==> src/design/atr_consts.vh <==
// atr_consts.vh: register map, field positions, reset values and trigger codes
// for the converter trigger and result-format block; definitions only
`ifndef ATR_CONSTS_VH
`define ATR_CONSTS_VH

// register byte offsets (aligned words on the 32-bit bus)
`define ATR_OFF_TRIG_SEL      12'h000
`define ATR_OFF_RES_HIGH      12'h004
`define ATR_OFF_RES_LOW       12'h008
`define ATR_OFF_CONV_CTRL     12'h00C
`define ATR_OFF_CONV_DATA     12'h010

// field positions
`define ATR_TRIG_SEL_MSB      3
`define ATR_CTRL_BUSY_BIT     0
`define ATR_CTRL_JUSTIFY_BIT  1

// reset values
`define ATR_TRIG_SEL_RST      4'h0
`define ATR_JUSTIFY_RST       1'b0

// trigger select codes
`define ATR_TRIG_NONE         4'h0
`define ATR_TRIG_TMR0_OVF     4'h3
`define ATR_TRIG_TMR1_OVF     4'h4
`define ATR_TRIG_TMR2_PER     4'h5
`define ATR_TRIG_CMP1         4'h6
`define ATR_TRIG_CMP2         4'h7
`define ATR_TRIG_LC1          4'h8
`define ATR_TRIG_LC2          4'h9
`define ATR_TRIG_CC1          4'hC
`define ATR_TRIG_CC2          4'hD

// ahb transfer type
`define ATR_HTRANS_NONSEQ_BIT 1

`endif

==> src/design/atr_trigger_result.v <==
// atr_trigger_result.v: converter start trigger selection and result formatting
// with an ahb-lite register slave.
// assumes a converter core that takes conv_start_o and returns conv_done_i with the
// 10-bit value on conv_value_i; trigger inputs are synchronous to clk_i.
`timescale 1ns/1ps
`default_nettype none
`include "atr_consts.vh"

// Behaviour
// - The 4-bit trigger select field sits in bits 3..0 and code 0000 disables automatic starts.
// - Codes 1101 and 1100 route capture/compare unit two and one events to the start logic.
// - Codes 1001 and 1000 route logic cell two and one outputs to the start logic.
// - Codes 0111/0110 pick comparator two/one, 0101 timer-two period, 0100/0011 timer one/zero overflow.
// - The selected source is detected on its rising edge only, so a held level starts one conversion.
// - Left justified, result bits 9..2 fill the high result register.
// - Left justified, result bits 1..0 sit in low register bits 7..6 and bits 5..0 are zero.
// - Right justified, result bits 9..8 sit in high register bits 1..0 and bits 7..2 are zero.
// - Right justified, result bits 7..0 fill the low result register.
// - Result registers are writable, not reset, and the trigger select field clears on reset.
// - The justify bit set means right justified, clear means left justified.
// - Setting the busy flag starts a conversion and hardware clears it when it finishes.
module atr_trigger_result (
    input  wire        clk_i,          // system clock, 100 MHz
    input  wire        rst_b_i,        // asynchronous reset, active low
    input  wire        hsel_i,         // slave select
    input  wire [11:0] haddr_i,        // byte address
    input  wire [1:0]  htrans_i,       // transfer type
    input  wire        hwrite_i,       // write when high
    input  wire [2:0]  hsize_i,        // transfer size
    input  wire [31:0] hwdata_i,       // write data
    input  wire        hready_i,       // bus ready in
    output reg  [31:0] hrdata_o,       // read data
    output reg         hreadyout_o,    // slave ready
    output reg         hresp_o,        // always okay
    input  wire        tmr0_ovf_i,     // timer zero overflow flag
    input  wire        tmr1_ovf_i,     // timer one overflow flag
    input  wire        tmr2_per_i,     // timer two period match flag
    input  wire        cmp1_i,         // comparator one output
    input  wire        cmp2_i,         // comparator two output
    input  wire        lc1_i,          // logic cell one output
    input  wire        lc2_i,          // logic cell two output
    input  wire        cc1_i,          // capture/compare one event
    input  wire        cc2_i,          // capture/compare two event
    input  wire        conv_done_i,    // converter finished, one-cycle pulse
    input  wire [9:0]  conv_value_i,   // conversion_result from the converter
    output reg         conv_start_o,   // start pulse to the converter
    output reg         conv_busy_o     // conversion in progress
);

    // ****************************************************************
    // functions
    // ****************************************************************
    // level of the source that a trigger code names; unused codes pick nothing
    function src_pick;
        input [3:0] code;
        input [8:0] src;
        begin
            case (code)
                `ATR_TRIG_TMR0_OVF: src_pick = src[0];
                `ATR_TRIG_TMR1_OVF: src_pick = src[1];
                `ATR_TRIG_TMR2_PER: src_pick = src[2];
                `ATR_TRIG_CMP1:     src_pick = src[3];
                `ATR_TRIG_CMP2:     src_pick = src[4];
                `ATR_TRIG_LC1:      src_pick = src[5];
                `ATR_TRIG_LC2:      src_pick = src[6];
                `ATR_TRIG_CC1:      src_pick = src[7];
                `ATR_TRIG_CC2:      src_pick = src[8];
                default:            src_pick = 1'b0;
            endcase
        end
    endfunction

    // true when a data phase writes the register at the given offset
    function wr_hit;
        input        valid;
        input        write;
        input [11:0] addr;
        input [11:0] offset;
        begin
            wr_hit = valid & write & (addr == offset);
        end
    endfunction

    // high result byte of a finished conversion in the chosen layout
    function [7:0] fmt_high;
        input       right;
        input [9:0] value;
        begin
            if (right) begin
                fmt_high = {6'h00, value[9:8]};
            end else begin
                fmt_high = value[9:2];
            end
        end
    endfunction

    // low result byte of a finished conversion in the chosen layout
    function [7:0] fmt_low;
        input       right;
        input [9:0] value;
        begin
            if (right) begin
                fmt_low = value[7:0];
            end else begin
                fmt_low = {value[1:0], 6'h00};
            end
        end
    endfunction

    // read view of one byte offset; unmapped offsets read zero
    function [31:0] rd_view;
        input [11:0] addr;
        input [3:0]  sel;
        input [7:0]  high;
        input [7:0]  low;
        input        right;
        input        busy;
        begin
            case (addr)
                `ATR_OFF_TRIG_SEL:  rd_view = {28'h0, sel};
                `ATR_OFF_RES_HIGH:  rd_view = {24'h0, high};
                `ATR_OFF_RES_LOW:   rd_view = {24'h0, low};
                `ATR_OFF_CONV_CTRL: rd_view = {30'h0, right, busy};
                `ATR_OFF_CONV_DATA: rd_view = {22'h0, high[1:0], low};
                default:            rd_view = 32'h0000_0000;
            endcase
        end
    endfunction

    // ****************************************************************
    // declarations
    // ****************************************************************
    reg  [3:0]  trig_sel_r;
    reg  [3:0]  trig_sel_nxt;
    reg         justify_r;
    reg         justify_nxt;
    reg  [7:0]  res_high_r;
    reg  [7:0]  res_high_nxt;
    reg  [7:0]  res_low_r;
    reg  [7:0]  res_low_nxt;
    reg         src_prev_r;
    reg         dp_valid_r;
    reg         dp_write_r;
    reg  [11:0] dp_addr_r;
    reg  [31:0] rd_nxt;
    reg         busy_nxt;
    reg         start_nxt;
    wire [8:0]  src_vec;
    wire        src_now;
    wire        trig_edge;
    wire        addr_phase;
    wire        wr_sel;
    wire        wr_ctrl;
    wire        wr_high;
    wire        wr_low;
    wire        sw_go;
    wire        start_now;
    wire        conv_load;

    // ****************************************************************
    // trigger source selection and edge detection
    // ****************************************************************
    assign src_vec   = {cc2_i, cc1_i, lc2_i, lc1_i, cmp2_i, cmp1_i,
                        tmr2_per_i, tmr1_ovf_i, tmr0_ovf_i};
    assign src_now   = src_pick(trig_sel_r, src_vec);
    // previous level resets low, the idle level of every source
    assign trig_edge = src_now & ~src_prev_r;

    always @(posedge clk_i or negedge rst_b_i) begin
        if (!rst_b_i) begin
            src_prev_r <= 1'b0;
        end else begin
            src_prev_r <= src_now;
        end
    end

    // ****************************************************************
    // bus decode
    // ****************************************************************
    assign addr_phase = hsel_i & hready_i & htrans_i[`ATR_HTRANS_NONSEQ_BIT];
    assign wr_sel     = wr_hit(dp_valid_r, dp_write_r, dp_addr_r, `ATR_OFF_TRIG_SEL);
    assign wr_ctrl    = wr_hit(dp_valid_r, dp_write_r, dp_addr_r, `ATR_OFF_CONV_CTRL);
    assign wr_high    = wr_hit(dp_valid_r, dp_write_r, dp_addr_r, `ATR_OFF_RES_HIGH);
    assign wr_low     = wr_hit(dp_valid_r, dp_write_r, dp_addr_r, `ATR_OFF_RES_LOW);
    assign sw_go      = wr_ctrl & hwdata_i[`ATR_CTRL_BUSY_BIT];

    // ****************************************************************
    // bus slave data phase: address phase captured for the write
    // ****************************************************************
    always @(posedge clk_i or negedge rst_b_i) begin
        if (!rst_b_i) begin
            dp_valid_r <= 1'b0;
            dp_write_r <= 1'b0;
            dp_addr_r  <= 12'h000;
        end else begin
            dp_valid_r <= addr_phase;
            dp_write_r <= hwrite_i;
            dp_addr_r  <= haddr_i;
        end
    end

    // ****************************************************************
    // bus slave response: zero wait states, okay always
    // ****************************************************************
    always @(posedge clk_i or negedge rst_b_i) begin
        if (!rst_b_i) begin
            hreadyout_o <= 1'b1;
            hresp_o     <= 1'b0;
        end else begin
            hreadyout_o <= 1'b1;
            hresp_o     <= 1'b0;
        end
    end

    // ****************************************************************
    // read data: sampled at the address phase, stands until the next read
    // ****************************************************************
    always @* begin
        rd_nxt = hrdata_o;
        if (addr_phase & ~hwrite_i) begin
            rd_nxt = rd_view(haddr_i, trig_sel_r, res_high_r, res_low_r, justify_r,
                             conv_busy_o);
        end
    end

    always @(posedge clk_i or negedge rst_b_i) begin
        if (!rst_b_i) begin
            hrdata_o <= 32'h0000_0000;
        end else begin
            hrdata_o <= rd_nxt;
        end
    end

    // ****************************************************************
    // control registers
    // ****************************************************************
    always @* begin
        trig_sel_nxt = trig_sel_r;
        justify_nxt  = justify_r;
        if (wr_sel) begin
            trig_sel_nxt = hwdata_i[`ATR_TRIG_SEL_MSB:0];
        end
        if (wr_ctrl) begin
            justify_nxt = hwdata_i[`ATR_CTRL_JUSTIFY_BIT];
        end
    end

    always @(posedge clk_i or negedge rst_b_i) begin
        if (!rst_b_i) begin
            trig_sel_r <= `ATR_TRIG_SEL_RST;
            justify_r  <= `ATR_JUSTIFY_RST;
        end else begin
            trig_sel_r <= trig_sel_nxt;
            justify_r  <= justify_nxt;
        end
    end

    // ****************************************************************
    // conversion handshake
    // ****************************************************************
    // a start while busy is dropped, so an edge during a conversion is lost
    assign start_now = ~conv_busy_o & (sw_go | trig_edge);
    assign conv_load = conv_busy_o & conv_done_i;

    always @* begin
        start_nxt = start_now;
        busy_nxt  = conv_busy_o;
        if (start_now) begin
            busy_nxt = 1'b1;
        end else if (conv_done_i) begin
            busy_nxt = 1'b0;
        end
    end

    always @(posedge clk_i or negedge rst_b_i) begin
        if (!rst_b_i) begin
            conv_busy_o  <= 1'b0;
            conv_start_o <= 1'b0;
        end else begin
            conv_busy_o  <= busy_nxt;
            conv_start_o <= start_nxt;
        end
    end

    // ****************************************************************
    // result registers: no reset, keep contents across resets
    // ****************************************************************
    // a finishing conversion wins over a software write in the same cycle
    always @* begin
        res_high_nxt = res_high_r;
        res_low_nxt  = res_low_r;
        if (conv_load) begin
            res_high_nxt = fmt_high(justify_r, conv_value_i);
            res_low_nxt  = fmt_low(justify_r, conv_value_i);
        end else begin
            if (wr_high) begin
                res_high_nxt = hwdata_i[7:0];
            end
            if (wr_low) begin
                res_low_nxt = hwdata_i[7:0];
            end
        end
    end

    always @(posedge clk_i) begin
        res_high_r <= res_high_nxt;
        res_low_r  <= res_low_nxt;
    end

endmodule // atr_trigger_result
`default_nettype wire

==> config.mk <==
export PLATFORM = sky130hd
export DESIGN_NAME = atr_trigger_result
export DESIGN_NICKNAME = d
export VERILOG_FILES = /design/src/design/atr_trigger_result.v
export VERILOG_INCLUDE_DIRS = /design/src /design/src/design
export SDC_FILE = /design/constraint.sdc
export NUM_CORES = 1
export LEC_CHECK = 0
export BUFFER_PORTS_ARGS = -buffer_cell sky130_fd_sc_hd__buf_2
export CORE_AREA = 10 10 83 85
export DETAILED_ROUTE_END_ITERATION = 12
export DIE_AREA = 0 0 93 95
export GPL_ROUTABILITY_DRIVEN = 0
export PLACE_DENSITY = 0.79
export SLEW_MARGIN = 20
export SYNTH_ARGS = -nofsm -noshare
export SYNTH_HDL_FRONTEND = slang
export SYNTH_SLANG_ARGS = --single-unit
==> constraint.sdc <==
create_clock -name clk_i -period 2.5 [get_ports clk_i]
set_input_delay 0.375 -clock clk_i [delete_from_list [all_inputs] [get_ports clk_i]]
set_output_delay 0.375 -clock clk_i [all_outputs]
set_load 0.005 [all_outputs]
==> results.md <==
- Seq/Total Area, Yosys: between 50% and 60%
- Number of nets in the layout: approximately 340
- First-pass GRT wire length: roughly 8400 um
- Remaining Overflow, GRT: 0
- Core Util, Final: 52.3%
- # Max-Cap Violations: 0
- P_leak: between 0.001 and 0.0015 uW
- Most frequent cells in the layout: buf_2 (57), dfrtp_1 (32), conb_1 (24), a22o_1 (16), edfxtp_1 (16)
- Async SR Flop Fraction: 66.7%
- Commonest non-fill, non-tap cell in the layout: buf_2
- Max_slew headroom: 54.2%
- Cell Area, Synth: 2430 um2
- VDD IR-drop max: 0.238 mV
- Cell row count: 27
- CTS resizes: 0
- Remaining antenna violation count: 0
- Worst Hold Class: in -> async
- Top Ports: 110
- Pwr Density: 533 nW/um2
- CTS tree: yes
- DR pass1 iterations: 4
- Crit path max fanout: 23
- CTS Hold Bufs: 0
- Vias in the first global route: 1,804
- H-tree Lvls: 2
- Die width: between 90 and 100 um
- Buffers on Ports: 57
- CP startpoint kind: flop
- Syn_area_per_cell: 11.6 um2
- Die area: 8840 um2
- Status: completed
- Vias per cell: between 5 and 6
- Initial antenna violation count: 0
- HPWL after DPL: 4190 um
- Clk Latency, worst-skew pair: ~290 ps
- Residual DRC: 0
- Clock-pin slew on the worst setup and hold paths: 90 ps
- Period utilization: 65.6%
- Share of layout cells above drive strength 1: 30.4%
- Design area: 2790 um2
- Slew Limit Fails: 0
- RSZ-0062 raised after global routing: false
- Die Height: 95 um
- Yosys cell types: 43
- Largest net degree at the start of global routing: 33
- Max Clock Skew: 7.13 ps
- Primary FF master, synth: dfrtp_1
- Final hold vios: 0
- WL/cell: between 15 and 20 um
- Final setup fails: 0
- Routed via count: 1,699
- Post-synth EDFFs: 16
- Cell count after synthesis: 209
- Crit path DAT: 1690 ps
- Main area contributors after synthesis: dfrtp_1 (33%), edfxtp_1 (20%), buf_4 (7.7%)
- # diodes: 0
- Slew @ Worst Pin: 688 ps
- Synth warn: 0
- Worst-case clock buffer depth: 2
- Achievable Freq: roughly 0.61 GHz
- Sink Count: 48
- 1st-iter DRT viols: around 100
- Required @ worst endpoint: ~2600 ps
- Root buffer cell: clkbuf_8
- Setup crit end kind: flop
- Fin Setup TNS: 0 ps
- Post-CTS Setup Bufs: 0
- Top cell type's share of synthesized area: 33.0%
- Num CTS Buffers: 5
- Fin crit period: 1640 ps
- All-Layer GR Usage: 11.9%
- Largest area contributor in the netlist: dfrtp_1
- Core Region: 5340 um2
- #FFs+latches synth: 48
- Starting density of the core: between 40% and 50%
- Type of the worst setup path: reg -> reg
- DRT Wirelength: a little over 5000 um
- P&R area growth vs syn: 14.8%
- Area after DPL: between 2000 and 3000 um2
==> report_power, final <==
group          total, uW  internal [uW]  switching, uW
combinational        118           50.9           67.1
sequential           831            823           7.71
clock                540            287            253
total               1490           1160            328
==> stage by stage <==
step / setup slack [ps] / hold WS, ps / std cells / total power, uW
2_1_floorplan: 593 / 79.4 / 231 / 932
3_3_place_gp: 822 / 445 / 327 / 961
3_5_place_dp: 803 / 460 / 327 / 964
4_1_cts: 867 / 129 / 335 / 1500
5_1_grt: 725 / 164 / 335 / 1560
6_report: 860 / 109 / 335 / 1490
==> layer usage <==
metal / share of wire, % / vias to the layer above / global-route usage (%)
met4: 1.3 / 0 / 3.08
li1: - / 828 / -
met2: 48 / 74 / 19.9
met5: 0 / - / 0
met1: 43 / 791 / 13.8
met3: 7.7 / 6 / 4.84
==> cells in the mapped netlist (2+ instances only) <==
cell	n
o31ai_1	2
o21ai_1	2
clkbuf_1	7
nor2b_1	7
nor2_1	7
and3_1	2
mux2_2	5
conb_1	2
o22ai_1	2
dfrtp_1	32
buf_2	2
a22oi_1	4
buf_4	25
a22o_1	16
o21ai_0	10
inv_1	3
nor3_4	2
o2bb2ai_1	6
edfxtp_1	16
nand2b_1	6
nand2_1	15
a2bb2oi_1	3
nand3_1	2
mux2i_1	11
nor4_2	2
==> state kept, by name (all words and copies together), names as in the netlist, 4 cells and up <==
name	count
dp_addr_r	12
res_low_r	8
res_high_r	8
trig_sel_r	4
hrdata_o	10
==> cell type report <==
cell class	count	area, um2
inverters	3	11.3
multi-input cells	145	991
clock buffers	7	108
fillers	508	2550
repair buffers	59	300
clock inverters	1	8.76
well taps	72	90.1
flip-flops and latches	48	1280
==> cell families after synthesis <==
family	after synthesis	synth area share (%)
DFF	48	52.7
AOI/OAI and AO/OA	53	16.4
buffers and inverters	38	9.89
other	2	0.309
and+or+nand+nor	52	13.8
muxes	16	6.85
==> final timing paths <==
check	startpoint	end	slack (ps)	cells after the start
setup / recovery	conv_busy_o	res_high_r[4]	860	3
hold / removal	rst_b_i	dp_addr_r[6]	110	1
setup reg to reg	conv_busy_o	res_high_r[4]	860	3
hold reg to reg	hrdata_o[9]	hrdata_o[9]	490	2
max in group asynchronous	rst_b_i	hrdata_o[4]	1940	1
min in group clk_i	haddr_i[5]	dp_addr_r[5]	190	1
==> worst max-delay path: stages, from the launching register on <==
cell and delay [ps]:
dfrtp_1 460, nand2_1 490, nor2_1 200, a22o_1 240
(Power assumes the default switching activity.)
